===== src/rtl/adc_seq_defs.svh =====
// constants for the conversion mode sequencer: offsets, fields, codes, timing
`ifndef ADC_SEQ_DEFS_SVH
`define ADC_SEQ_DEFS_SVH

// -----------------------------------------------------------------------------
// register offsets (byte addresses)
// -----------------------------------------------------------------------------
`define REG_CMD            8'h00
`define REG_CFG            8'h04
`define REG_STATUS         8'h08
`define REG_RESULT         8'h0C
`define REG_GCALL          8'h10

// -----------------------------------------------------------------------------
// configuration fields and reset value
// -----------------------------------------------------------------------------
`define CFG_REF_EXT_BIT    0
`define CFG_MODE_BIT       1
`define CFG_RATE_LSB       2
`define CFG_RATE_MSB       3
`define CFG_RESET          4'h0

// -----------------------------------------------------------------------------
// command codes
// -----------------------------------------------------------------------------
`define CMD_RESET_A        8'h06
`define CMD_RESET_B        8'h07
`define CMD_START          8'h08
`define CMD_SLEEP          8'h02
`define CMD_READ_RESULT    8'h10
`define GCALL_RESET        8'h06

// -----------------------------------------------------------------------------
// timing: oscillator periods per conversion, clock rates, settle times
// -----------------------------------------------------------------------------
`define CONT_OSC_20        17'h0_C7F8
`define CONT_OSC_90        17'h0_2D0C
`define CONT_OSC_330       17'h0_0C2C
`define CONT_OSC_1000      17'h0_040C
`define SINGLE_OSC_20      17'h0_C80D
`define SINGLE_OSC_90      17'h0_2D25
`define SINGLE_OSC_330     17'h0_0C45
`define SINGLE_OSC_1000    17'h0_0425
`define LEAD_HALF_OSC      17'h0_0039
`define READY_RELEASE_HALF 17'h0_0004
`define HALF_OSC_KHZ       17'h0_0800
`define CORE_KHZ           17'h1_86A0
`define CLK_PERIOD_NS      10
`define REF_SETTLE_US      25
`define POR_TIME_US        500
`define REF_SETTLE_CYC     ((`REF_SETTLE_US * 1000 + `CLK_PERIOD_NS - 1) / `CLK_PERIOD_NS)
`define POR_CYC            ((`POR_TIME_US * 1000) / `CLK_PERIOD_NS)

`endif


===== src/rtl/adc_seq_pkg.sv =====
// types shared by the conversion mode sequencer
package adc_seq_pkg;

	// sequencer states, gray along idle -> lead -> convert
	typedef enum logic [1:0]
	{
		ST_IDLE = 2'b00,
		ST_LEAD = 2'b01,
		ST_CONV = 2'b11
	} seq_state_t;

	// data-rate field encoding
	typedef enum logic [1:0]
	{
		RATE_20   = 2'b00,
		RATE_90   = 2'b01,
		RATE_330  = 2'b10,
		RATE_1000 = 2'b11
	} rate_sel_t;

endpackage


===== src/rtl/adc_conversion_mode_sequencer.sv =====
// conversion mode sequencer: reference, timing, modes, power-down and resets
`timescale 1ns/100ps
`include "adc_seq_defs.svh"

module adc_conversion_mode_sequencer
	import adc_seq_pkg::*;
#(
	parameter int POR_CYCLES = `POR_CYC
) (
	input  wire logic        core_clk,          // 100 MHz system clock
	input  wire logic        rst_n,             // supply reset, synchronous, active low
	input  wire logic        reset_pin_n,       // external reset pin, asynchronous
	input  wire logic [7:0]  reg_addr,          // register byte address
	input  wire logic [31:0] reg_wdata,         // register write data
	input  wire logic        reg_wr,            // write strobe
	input  wire logic        reg_rd,            // read strobe
	output logic      [31:0] reg_rdata,         // read data, cycle after strobe
	input  wire logic [23:0] conv_data,         // filter output word
	input  wire logic        result_ready_n_i,  // ready pin level
	output logic             result_ready_n_o,  // ready pin drive value
	output logic             result_ready_n_oe, // ready pin pulled low
	output logic             ref_ext_sel,       // 1: ext_ref_positive/negative pair
	output logic             analog_on,         // oscillator and analog powered
	output logic             modulator_rate,    // modulator clock strobe
	output logic             conv_start,        // conversion begins, clears filter
	output logic             ref_settled        // internal reference settled
);

	// -------------------------------------------------------------------------
	// declarations
	// -------------------------------------------------------------------------
	seq_state_t  state_q;
	logic [16:0] timer_q;
	logic [3:0]  cfg_q;
	logic        mode_q;
	logic        pd_pend_q;
	logic        ready_n_q;
	logic [23:0] result_q;
	logic        pin_meta_q, pin_sync_q;
	logic        rdy_meta_q, rdy_sync_q;
	logic [31:0] por_cnt_q;
	logic        cmd_rst_q;
	logic        gc_ack_q;
	logic [11:0] ref_cnt_q;
	logic        ref_settled_q;
	logic        analog_on_q;
	logic        mod_rate_q;
	logic        conv_start_q;
	logic        ready_oe_q;
	logic [31:0] rdata_q;
	logic        soft_rst;
	logic        half_tick, mod_tick;
	logic        wr_cmd, wr_cfg, wr_gc;
	logic        start_cmd, pd_cmd, rst_cmd, rdcmd;
	logic        done;
	logic        read_result;
	logic        cfg_restart;
	logic        new_cm;

	// register hit decode, shared by strobes
	function automatic logic hit(input logic [7:0] addr, input logic [7:0] off);
		return addr == off;
	endfunction

	// conversion length in oscillator half periods for rate and mode
	function automatic logic [16:0] period_half(input logic [1:0] rate, input logic single);
		logic [16:0] osc;
		osc = `CONT_OSC_20;
		case (rate_sel_t'(rate))
			RATE_20:   osc = single ? `SINGLE_OSC_20   : `CONT_OSC_20;
			RATE_90:   osc = single ? `SINGLE_OSC_90   : `CONT_OSC_90;
			RATE_330:  osc = single ? `SINGLE_OSC_330  : `CONT_OSC_330;
			RATE_1000: osc = single ? `SINGLE_OSC_1000 : `CONT_OSC_1000;
			default:   osc = `CONT_OSC_20;
		endcase
		return 17'(osc << 1);
	endfunction

	// -------------------------------------------------------------------------
	// reset sources
	// -------------------------------------------------------------------------
	// reset pin and ready pin pass two flip-flops
	always_ff @(posedge core_clk)
	begin
		if (!rst_n)
		begin
			pin_meta_q <= 1'b1;
			pin_sync_q <= 1'b1;
			rdy_meta_q <= 1'b1;
			rdy_sync_q <= 1'b1;
		end
		else
		begin
			pin_meta_q <= reset_pin_n;
			pin_sync_q <= pin_meta_q;
			rdy_meta_q <= result_ready_n_i;
			rdy_sync_q <= rdy_meta_q;
		end
	end

	// power-on hold after the supplies come up
	always_ff @(posedge core_clk)
	begin
		if (!rst_n)
			por_cnt_q <= 32'(POR_CYCLES);
		else if (por_cnt_q != 32'h0000_0000)
			por_cnt_q <= por_cnt_q - 32'h0000_0001;
	end

	// reset command or general call byte 06h, acted on one cycle later
	always_ff @(posedge core_clk)
	begin
		if (!rst_n)
			cmd_rst_q <= 1'b0;
		else
			cmd_rst_q <= rst_cmd || (wr_gc && reg_wdata[7:0] == `GCALL_RESET);
	end

	assign soft_rst = !rst_n || !pin_sync_q || (por_cnt_q != 32'h0000_0000) || cmd_rst_q;

	// -------------------------------------------------------------------------
	// command and register strobes, decoded combinationally from the bus, not registered
	// -------------------------------------------------------------------------
	assign wr_cmd      = reg_wr && hit(reg_addr, `REG_CMD);
	assign wr_cfg      = reg_wr && hit(reg_addr, `REG_CFG);
	assign wr_gc       = reg_wr && hit(reg_addr, `REG_GCALL);
	assign start_cmd   = wr_cmd && reg_wdata[7:0] == `CMD_START;
	assign pd_cmd      = wr_cmd && reg_wdata[7:0] == `CMD_SLEEP;
	assign rst_cmd     = wr_cmd && (reg_wdata[7:0] == `CMD_RESET_A ||
	                                reg_wdata[7:0] == `CMD_RESET_B);
	assign rdcmd       = wr_cmd && reg_wdata[7:0] == `CMD_READ_RESULT;
	assign read_result = rdcmd || (reg_rd && hit(reg_addr, `REG_RESULT));
	assign new_cm      = reg_wdata[`CFG_MODE_BIT];
	assign cfg_restart = wr_cfg && state_q == ST_CONV;
	assign done        = state_q == ST_CONV && half_tick && timer_q == 17'h0_0001;

	// -------------------------------------------------------------------------
	// configuration register
	// -------------------------------------------------------------------------
	always_ff @(posedge core_clk)
	begin
		if (soft_rst)
			cfg_q <= `CFG_RESET;
		else if (wr_cfg)
			cfg_q <= reg_wdata[3:0];
	end

	// general call answered with write direction; flag kept until reset
	always_ff @(posedge core_clk)
	begin
		if (soft_rst)
			gc_ack_q <= 1'b0;
		else if (wr_gc)
			gc_ack_q <= 1'b1;
	end

	// -------------------------------------------------------------------------
	// sequencer: idle, lead-in delay, conversion
	// -------------------------------------------------------------------------
	always_ff @(posedge core_clk)
	begin
		if (soft_rst)
		begin
			state_q <= ST_IDLE;
			timer_q <= 17'h0_0000;
			mode_q  <= 1'b0;
		end
		else if (start_cmd)
		begin
			mode_q <= cfg_q[`CFG_MODE_BIT];
			if (cfg_q[`CFG_MODE_BIT])
			begin
				state_q <= ST_LEAD;
				timer_q <= `LEAD_HALF_OSC;
			end
			else
			begin
				state_q <= ST_CONV;
				timer_q <= period_half(cfg_q[`CFG_RATE_MSB:`CFG_RATE_LSB], 1'b1);
			end
		end
		else if (cfg_restart && !mode_q)
		begin
			// behaves as a fresh start with the new settings
			mode_q <= new_cm;
			state_q <= new_cm ? ST_LEAD : ST_CONV;
			timer_q <= new_cm ? `LEAD_HALF_OSC
			                  : period_half(reg_wdata[`CFG_RATE_MSB:`CFG_RATE_LSB], 1'b1);
		end
		else if (cfg_restart)
			timer_q <= period_half(reg_wdata[`CFG_RATE_MSB:`CFG_RATE_LSB], 1'b0);
		else if (half_tick)
		begin
			case (state_q)
				ST_LEAD:
					if (timer_q == 17'h0_0001)
					begin
						state_q <= ST_CONV;
						timer_q <= period_half(cfg_q[`CFG_RATE_MSB:`CFG_RATE_LSB], 1'b0);
					end
					else
						timer_q <= timer_q - 17'h0_0001;
				ST_CONV:
					if (timer_q != 17'h0_0001)
						timer_q <= timer_q - 17'h0_0001;
					else if (mode_q && !(pd_pend_q || pd_cmd))
						timer_q <= period_half(cfg_q[`CFG_RATE_MSB:`CFG_RATE_LSB], 1'b0);
					else
					begin
						state_q <= ST_IDLE;
						timer_q <= 17'h0_0000;
					end
				default:
					timer_q <= 17'h0_0000;
			endcase
		end
	end

	// sleep request waits for the running conversion to end
	always_ff @(posedge core_clk)
	begin
		if (soft_rst || start_cmd || state_q == ST_IDLE)
			pd_pend_q <= 1'b0;
		else if (pd_cmd)
			pd_pend_q <= 1'b1;
	end

	// -------------------------------------------------------------------------
	// output buffer and ready flag
	// -------------------------------------------------------------------------
	always_ff @(posedge core_clk)
	begin
		if (soft_rst)
			result_q <= 24'h00_0000;
		else if (done)
			result_q <= conv_data;
	end

	// completion pulls ready low and wins over a read in the same cycle
	always_ff @(posedge core_clk)
	begin
		if (soft_rst)
			ready_n_q <= 1'b1;
		else if (done)
			ready_n_q <= 1'b0;
		else if (read_result)
			ready_n_q <= 1'b1;
		else if (state_q == ST_CONV && mode_q && timer_q <= `READY_RELEASE_HALF)
			ready_n_q <= 1'b1;
	end

	// -------------------------------------------------------------------------
	// internal reference settling
	// -------------------------------------------------------------------------
	always_ff @(posedge core_clk)
	begin
		if (soft_rst)
			ref_cnt_q <= 12'h000;
		else if ((start_cmd && state_q == ST_IDLE) ||
		         (wr_cfg && cfg_q[`CFG_REF_EXT_BIT] && !reg_wdata[`CFG_REF_EXT_BIT]))
			ref_cnt_q <= 12'(`REF_SETTLE_CYC);
		else if (ref_cnt_q != 12'h000)
			ref_cnt_q <= ref_cnt_q - 12'h001;
	end

	// -------------------------------------------------------------------------
	// oscillator, running only while not idle
	// -------------------------------------------------------------------------
	osc_tick_gen u_osc (
		.core_clk  (core_clk),
		.rst_n     (!soft_rst),
		.osc_en    (state_q != ST_IDLE),
		.half_tick (half_tick),
		.osc_tick  (),
		.mod_tick  (mod_tick)
	);

	// registered outputs
	always_ff @(posedge core_clk)
	begin
		if (soft_rst)
		begin
			analog_on_q   <= 1'b0;
			mod_rate_q    <= 1'b0;
			conv_start_q  <= 1'b0;
			ready_oe_q    <= 1'b0;
			ref_settled_q <= 1'b0;
		end
		else
		begin
			analog_on_q   <= state_q != ST_IDLE;
			mod_rate_q    <= mod_tick;
			conv_start_q  <= (start_cmd && !cfg_q[`CFG_MODE_BIT]) || cfg_restart ||
			                 (state_q == ST_LEAD && half_tick && timer_q == 17'h0_0001) ||
			                 (done && mode_q && !(pd_pend_q || pd_cmd));
			ready_oe_q    <= !ready_n_q;
			ref_settled_q <= ref_cnt_q == 12'h000;
		end
	end

	// -------------------------------------------------------------------------
	// register read port, data only in the cycle after the strobe
	// -------------------------------------------------------------------------
	always_ff @(posedge core_clk)
	begin
		if (!rst_n || !reg_rd)
			rdata_q <= 32'h0000_0000;
		else if (hit(reg_addr, `REG_CFG))
			rdata_q <= {28'h000_0000, cfg_q};
		else if (hit(reg_addr, `REG_STATUS))
			rdata_q <= {24'h00_0000, rdy_sync_q, mode_q, gc_ack_q, pd_pend_q,
			            ref_settled_q, ready_n_q, state_q};
		else if (hit(reg_addr, `REG_RESULT))
			rdata_q <= {8'h00, result_q};
		else
			rdata_q <= 32'h0000_0000;
	end

	assign reg_rdata         = rdata_q;
	assign result_ready_n_o  = 1'b0;
	assign result_ready_n_oe = ready_oe_q;
	assign ref_ext_sel       = cfg_q[`CFG_REF_EXT_BIT];
	assign analog_on         = analog_on_q;
	assign modulator_rate    = mod_rate_q;
	assign conv_start        = conv_start_q;
	assign ref_settled       = ref_settled_q;
endmodule // adc_conversion_mode_sequencer


===== src/rtl/osc_tick_gen.sv =====
// internal oscillator model: half-period, oscillator and modulator ticks
`timescale 1ns/100ps
`include "adc_seq_defs.svh"

module osc_tick_gen #(
	parameter int          ACC_W = 17,
	parameter logic [16:0] INC   = `HALF_OSC_KHZ,
	parameter logic [16:0] MODV  = `CORE_KHZ
) (
	input  wire logic core_clk,   // system clock
	input  wire logic rst_n,      // synchronous reset, active low
	input  wire logic osc_en,     // oscillator running
	output logic      half_tick,  // one pulse per oscillator half period
	output logic      osc_tick,   // one pulse per oscillator period
	output logic      mod_tick    // one pulse per four oscillator periods
);

	logic [ACC_W-1:0] acc_q;
	logic [2:0]       phase_q;
	logic [ACC_W-1:0] acc_sum;
	logic             wrap;

	// fractional accumulator gives the 2.048 MHz half-period rate
	assign acc_sum = acc_q + INC;
	assign wrap    = (acc_sum >= MODV);

	// -------------------------------------------------------------------------
	// accumulator, stopped and cleared while the oscillator is off
	// -------------------------------------------------------------------------
	always_ff @(posedge core_clk)
	begin
		if (!rst_n || !osc_en)
			acc_q <= '0;
		else if (wrap)
			acc_q <= acc_sum - MODV;
		else
			acc_q <= acc_sum;
	end

	// half-period phase: odd phases end an oscillator period
	always_ff @(posedge core_clk)
	begin
		if (!rst_n || !osc_en)
			phase_q <= 3'h0;
		else if (wrap)
			phase_q <= phase_q + 3'h1;
	end

	assign half_tick = osc_en && wrap;
	assign osc_tick  = half_tick && phase_q[0];
	assign mod_tick  = half_tick && (phase_q == 3'h7);

endmodule // osc_tick_gen


===== config.mk =====
export PLATFORM = sky130hd
export DESIGN_NAME = adc_conversion_mode_sequencer
export DESIGN_NICKNAME = d
export VERILOG_FILES = /design/src/rtl/adc_seq_pkg.sv /design/src/rtl/adc_conversion_mode_sequencer.sv /design/src/rtl/osc_tick_gen.sv
export VERILOG_INCLUDE_DIRS = /design/src /design/src/rtl
export SDC_FILE = /design/constraint.sdc
export NUM_CORES = 1
export LEC_CHECK = 0
export BUFFER_PORTS_ARGS = -buffer_cell sky130_fd_sc_hd__buf_2
export CAP_MARGIN = 20
export CORE_MARGIN = 3
export CORE_UTILIZATION = 45
export CTS_CLUSTER_DIAMETER = 150
export CTS_CLUSTER_SIZE = 40
export DETAILED_ROUTE_END_ITERATION = 10
export HOLD_SLACK_MARGIN = 0.06
export PLACE_DENSITY_LB_ADDON = 0.2
export SETUP_SLACK_MARGIN = 0.5
export SYNTH_ARGS = -nofsm -noshare
export SYNTH_HDL_FRONTEND = slang
export SYNTH_SLANG_ARGS = --single-unit

===== constraint.sdc =====
create_clock -name core_clk -period 2.65 [get_ports core_clk]
set_clock_uncertainty 0.1 [all_clocks]
set_input_delay 0.265 -clock core_clk [delete_from_list [all_inputs] [get_ports core_clk]]
set_output_delay 0.265 -clock core_clk [all_outputs]
set_load 0.01 [all_outputs]

==> summary.txt, run 1 <==
Pwr
  – Clock network power share: 50.3%
  – Combinational power share: 4.9%
  – Switching power: 1.24 mW
  – Reg power frac: 44.9%
  – Sw Share: 25.4%
  – P_int: 3.66 mW
  – Power Dens Cells: 456 mW/mm2
  – Worst IR drop on VDD: 445 uV
  – Power, Total: 4.91 mW
  – Leakage: 4.27 nW

Drt
  – Detailed-route wire length: 22100 um
  – Initial DRC Count: 517
  – # DRC: 0
  – WL/cell: 17.3 um
  – Routed via count: 7020
  – Final ANT Viol Nets: 0
  – Vias/cell: 5.49
  – Detailed Routing Iterations Pass 1: 5

Clock tree
  – Clk_lat worst skew: 430 ps
  – Clk buf depth: 2
  – H-Tree Depth: 4
  – Root Buffer: clkbuf_16
  – Clock sinks: 144
  – Clk pin slew, worst setup/hold paths: 70 ps
  – CTS tree: built
  – Total CTS buffers: 17

Layout
  – Layout cell share with drive strength beyond 1: 38.1%
  – Final std cells w/o fill: 1278
  – Nets@finish: 1146
  – # fillers: 1184
  – Area Overhead vs Synth: 49.9%
  – Antenna Cells: 0

Run status
  – Status: finished, violations left
  – Failing checks: negative setup slack

Die
  – DIE WIDTH: 132 um
  – Core outline area: 0.0154 mm2
  – Initial core utilization: 46.6%
  – FP Rows: 45
  – Die area: 0.0175 mm2
  – Top-level I/O count: 109
  – Die H: 132 um

Placed design
  – IO Port Bufs: 75
  – Dpl cells: 1184
  – DP Wirelength: 13600 um
  – Place WS: -176 ps
  – GPL Wtd Cong: 0.924

Setup path
  – CP dominant cell by count: or4_4
  – Crit path kind: flop to flop
  – Top delay family on crit path: simple AND/OR/NAND/NOR gates
  – Startpoint types: flop
  – Sum of buffers and inverters on the critical path: 1
  – Crit path cell chain: or4_4, or4_4, nor3_4, nand2_2, a211oi_4, buf_12, mux2i_1, nor2_1
  – Slowest stage delay, CP: 520 ps
  – WP data required: 2870 ps
  – Worst setup EP type: flop
  – Worst path slowest cell: or4_4
  – Crit Path Max Fanout: 25
  – CP arrival: 2930 ps

Logic synthesis
  – Post-synth EDFFs: 0
  – Cell variety after synth: 76
  – Mapped cell area: 0.00718 mm2
  – Top cells by area, synth: dfxtp_1 40%, nor2_1 5.1%, ha_1 3.8%
  – Synth Instances: 840
  – Sequential area share after synthesis: 40.1%
  – Top FF cell, synth: dfxtp_1
  – Synth top area share: 40.1%
  – Warnings from Yosys: 0
  – Seq cells post-synth: 144
  – Post-synth ARST share: 0%
  – Synthesized area per cell: 8.55 um2
  – Synth area leader: dfxtp_1

Timing
  – Total negative slack: -323 ps
  – Period utilization: 102%
  – Worst Slack Setup Final: -53.7 ps
  – RSZ-0062 raised after global routing: true
  – WHS: 132 ps
  – # setup viols final: 16
  – Final Hold Fails: 0
  – Max Slew Vio Count: 0
  – Tightest Pin Transition: 699 ps
  – F_max: 370 MHz
  – Fin crit period: 2700 ps
  – Relative slew slack: 53.4%

GRT
  – GR peak layer: met2
  – Met3 Use GR: 5.65%
  – Gr usage total: 23.8%
  – Largest net degree at the start of global routing: 35
  – GR Overflow Total: 0
  – Vias in the first global route: 6763
  – First-pass GRT wire length: 34200 um
  – Met1 usage: 31.3%
  – Initial antenna violation count: 0
  – GR Util met2: 39.0%

Flow run
  – Maxcap violations: 0

Worst hold path
  – Hold Path Class: input pin to flop
worst reg2reg max path, stage by stage, from the launching register on:
cell      delay (ps)
dfxtp_2          320
or4_4            520
or4_4            470
nor3_4           280
nand2_2          110
a211oi_4         200
buf_12           240
mux2i_1          280
nor2_1            70
power by group through the flow:
stage               registers (mW)  logic (mW)  clock network [mW]
floorplan                     2.24      0.0981                   0
global placement              2.25       0.174                   0
detailed placement            2.25       0.175                   0
CTS                           2.20       0.221                2.50
global route                  2.20       0.261                2.59
finish                        2.20       0.238                2.47
sequential cells by signal, summed over array words and instances (netlist names), 2 cells and up:
| register | count |
|---|---|
| result_q | 24 |
| u_osc.phase_q | 3 |
| timer_q | 17 |
| cfg_q | 4 |
| por_cnt_q | 32 |
| u_osc.acc_q | 12 |
| ref_cnt_q | 12 |
| state_q | 2 |
| reg_rdata | 24 |
layout by cell type (no fill, tap or decap), types with 6 or more instances in the layout:
| cell | count |
|---|---|
| a211oi_2 | 8 |
| a21oi_1 | 30 |
| a21oi_2 | 19 |
| a31oi_1 | 6 |
| and2_1 | 40 |
| buf_12 | 10 |
| buf_2 | 75 |
| buf_4 | 86 |
| buf_6 | 27 |
| clkbuf_16 | 21 |
| conb_1 | 9 |
| dfxtp_1 | 136 |
| dfxtp_2 | 8 |
| dlygate4sd3_1 | 28 |
| ha_1 | 20 |
| inv_1 | 24 |
| inv_8 | 6 |
| mux2i_1 | 26 |
| nand2_1 | 45 |
| nand2_2 | 10 |
| nand2b_1 | 11 |
| nand3_1 | 13 |
| nand3b_1 | 7 |
| nor2_1 | 78 |
| nor2_4 | 14 |
| nor2b_1 | 9 |
| nor3_1 | 16 |
| nor4_1 | 17 |
| o21ai_0 | 25 |
| o21ai_1 | 7 |
| or2_2 | 6 |
| or3_1 | 13 |
| or3_4 | 8 |
| or4_4 | 8 |
| xnor2_1 | 22 |
| xnor2_2 | 7 |
| xor2_1 | 21 |
cell families after synthesis:
kind of cell	share of synthesized area (%)
fa+ha+maj	3.83
buf+inv	4.55
simple gates	27.5
other cells	0.0522
mux	3.78
compound gates	14.0
flops	40.1
xor+xnor	6.10
path summary, 6_finish.rpt:
| check | endpoint | startpoint | depth (start not counted) | slack, ps |
|---|---|---|---|---|
| hold / removal | cmd_rst_q$_SDFF_PN0_ | reg_wdata[0] | 4 | 130 |
| setup / recovery | result_q[21]$_SDFFE_PP0P_ | timer_q[9]$_SDFFE_PP0P_ | 8 | -50 |
| hold reg to reg | pin_sync_q$_SDFF_PN1_ | pin_meta_q$_SDFF_PN1_ | 1 | 310 |
| setup reg to reg | result_q[21]$_SDFFE_PP0P_ | timer_q[9]$_SDFFE_PP0P_ | 8 | -50 |
per-layer routing:
layer	share of wire, %	up-vias
li1	-	3377
met1	43	3349
met2	48	249
met3	6.3	45
met4	2.1	0
met5	0	-
through the flow:
step	utilization, %	cell area [um2]
2_1_floorplan	-	7510
3_3_place_gp	56.3	8680
3_5_place_dp	56.3	8680
4_1_cts	65.9	10200
5_1_grt	69.8	10800
6_report	69.8	10800
cell type report:
cell class	count	area, um2	area share [%]
clock buffer	17	425	3.95
inverter	25	101	0.941
multi-input combinational	631	4900	45.5
clock inverter	15	193	1.79
timing repair buffer	235	1990	18.5
sequential	144	2890	26.9
tap	211	264	2.45
Yosys cell counts, drive strengths merged, types with 4 or more instances:
master  number
or2          7
a21oi       51
nor4        22
and2        42
xnor2       29
nand4b       5
or3         21
clkbuf      33
inv         25
o21ai       39
nor3b        7
ha          22
and3         4
nand2       60
or4         12
o211ai       4
nor2b        9
a211oi      10
nand2b      12
a22o         5
nor2        97
o21a         6
a221oi       4
buf         15
nor3        24
dfxtp      144
xor2        21
a31oi        7
mux2i       26
nand3       21
nand3b       7
what timing repair did:
item	CTS	global route
buffers inserted	16	12
gates cloned	2	4
pin swaps	36	38
hold buffers	28	0
hold endpoints to repair	27	0
resized for setup	93	102
setup endpoints to repair	111	114
(Power assumes the default switching activity.)
==> inputs of run 2 (changes only) <==
Settings changed: CAP_MARGIN 20 to not set, CORE_ASPECT_RATIO set to 1.5, RECOVER_POWER set to 25.
==> summary.txt, run 2 (synthesis results as in run 1) <==
Placed design
  – DP Area: 0.00856 mm2
  – DP Wirelength: 14700 um
  – GPL Wtd Cong: 0.935
  – IO Port Bufs: 75

Worst hold path
  – Hold Startpoint: reg_wdata[0]
  – Hold path depth: 4
  – Hold Path Class: input pin to flop

Run status
  – Failing checks: negative setup slack
  – Status: finished, violations left

Timing
  – F_max: 362 MHz
  – Period utilization: 104%
  – Relative slew slack: 52.1%
  – Worst Slack Setup Final: -114 ps
  – Final Hold Fails: 0
  – Fin crit period: 2760 ps
  – Tightest Pin Transition: 718 ps
  – Max Slew Vio Count: 0
  – RSZ-0062 raised after global routing: true
  – # setup viols final: 27

GRT
  – Initial antenna violation count: 0
  – GR peak layer: met2
  – First-pass GRT wire length: 35300 um
  – GR Util met2: 46.3%
  – GR Overflow Total: 0
  – Gr usage total: 25.6%
  – Met1 usage: 27.8%
  – Largest net degree at the start of global routing: 26
  – Vias in the first global route: 7141
  – Met3 Use GR: 5.07%

Clock tree
  – Clock sinks: 144
  – CTS tree: built
  – Total CTS buffers: 17
  – Clk buf depth: 2
  – Clk_lat worst skew: 430 ps
  – Root Buffer: clkbuf_16
  – H-Tree Depth: 4
  – Clk pin slew, worst setup/hold paths: 70 ps

Die
  – Die H: 161 um
  – Die area: 0.0175 mm2
  – DIE WIDTH: 109 um
  – Top-level I/O count: 109
  – FP Rows: 55
  – Initial core utilization: 46.8%
  – Core outline area: 0.0153 mm2

Drt
  – Detailed Routing Iterations Pass 1: 6
  – Routed via count: 7111
  – WL/cell: 18.1 um
  – Detailed-route wire length: 23000 um
  – Final ANT Viol Nets: 0
  – # DRC: 0
  – Vias/cell: 5.60
  – Initial DRC Count: 424

Pwr
  – Worst IR drop on VDD: 543 uV
  – Leakage: 4.08 nW
  – Sw Share: 26.5%
  – Combinational power share: 4.7%
  – Reg power frac: 45.1%
  – Power Dens Cells: 456 mW/mm2
  – Clock network power share: 50.2%
  – Switching power: 1.29 mW
  – P_int: 3.58 mW

Layout
  – Layout cell share with drive strength beyond 1: 34.5%
  – Largest register FFs: 32
  – Nets@finish: 1150
  – Biggest register: por_cnt_q
  – Post-Route Utilization: 69.7%
  – Most frequent cells in the layout: 138 x dfxtp_1, 90 x buf_4, 77 x nor2_1, 49 x nand2_1, 48 x buf_2
  – Commonest non-fill, non-tap cell in the layout: dfxtp_1
  – Area Overhead vs Synth: 48.8%
  – Final instance area: 0.0107 mm2
  – Antenna Cells: 0

Setup path
  – CP dominant cell by count: or4_4
  – Crit path kind: flop to flop
  – Cells on worst reg2reg path: 9
  – CP Launch Point: timer_q[9]$_SDFFE_PP0P_
  – Worst path slowest cell: or4_4
  – Crit Path Max Fanout: 6
  – Worst setup EP type: flop
  – CP arrival: 2980 ps
  – Startpoint types: flop
  – Crit path cell chain: or4_4, or4_4, nor3_4, nand2_2, a211oi_4, buf_12, clkbuf_16, mux2i_1, nor2_1
  – WP data required: 2870 ps
  – RR Startpoint: timer_q[9]$_SDFFE_PP0P_
  – Slowest stage delay, CP: 540 ps

Flow run
  – Maxcap violations: 0
## run 2: layer usage
layer,share of wire (%),wire length [um]
met3,4.4,1020
met5,0,0
met2,54,12400
met4,4.3,988
met1,37,8610
## run 2: worst paths after layout
| kind | end | slack, ps |
|---|---|---|
| setup / recovery | result_q[13]$_SDFFE_PP0P_ | -110 |
| hold / removal | cmd_rst_q$_SDFF_PN0_ | 150 |
| setup reg to reg | result_q[13]$_SDFFE_PP0P_ | -110 |
| hold reg to reg | rdy_sync_q$_SDFF_PN1_ | 320 |
## run 2: critical path: cells and delay by family, from the launching register on
| kind | cells | cell delay (ps) |
|---|---|---|
| simple gates | 5 | 1460 |
| mux | 1 | 240 |
| buf+inv | 2 | 320 |
| compound gates | 1 | 200 |
| flops | 1 | 320 |
## run 2: what timing repair did
| action | 4_1_cts | 5_1_grt |
|---|---|---|
| gates cloned | 6 | 3 |
| hold buffers | 29 | 0 |
| gates resized for setup | 108 | 69 |
| setup buffers | 31 | 9 |
| endpoints found under the hold margin | 27 | 0 |
| pin swaps | 38 | 26 |
| endpoints found under the setup margin | 110 | 115 |
## run 2: area by class of cell
class                           instances  area (um2)
Tap cell                              199         249
Clock inverter                         15         194
Fill cell                            1139        4650
Clock buffer                           17         425
Timing Repair Buffer                  239        2040
Multi-Input combinational cell        631        4790
Inverter                               25        98.8
Sequential cell                       144        2890
## run 2: through the flow
stage	worst slack [ps]	std cells	hold slack [ps]	TNS [ps]	total power, mW
5_1_grt	-174	1270	178	-4270	5.01
2_1_floorplan	-74.2	848	266	-1440	2.34
3_5_place_dp	-92.2	1160	303	-717	2.42
4_1_cts	-31.1	1258	94.4	-486	4.89
3_3_place_gp	-38.2	1160	300	-154	2.41
6_report	-114	1270	146	-852	4.88
## run 2: power by group through the flow
stage	clock network (mW)	logic [mW]	registers [mW]
3_3_place_gp	0	0.167	2.24
3_5_place_dp	0	0.170	2.25
2_1_floorplan	0	0.0981	2.24
5_1_grt	2.56	0.250	2.20
4_1_cts	2.48	0.217	2.20
6_report	2.45	0.229	2.20
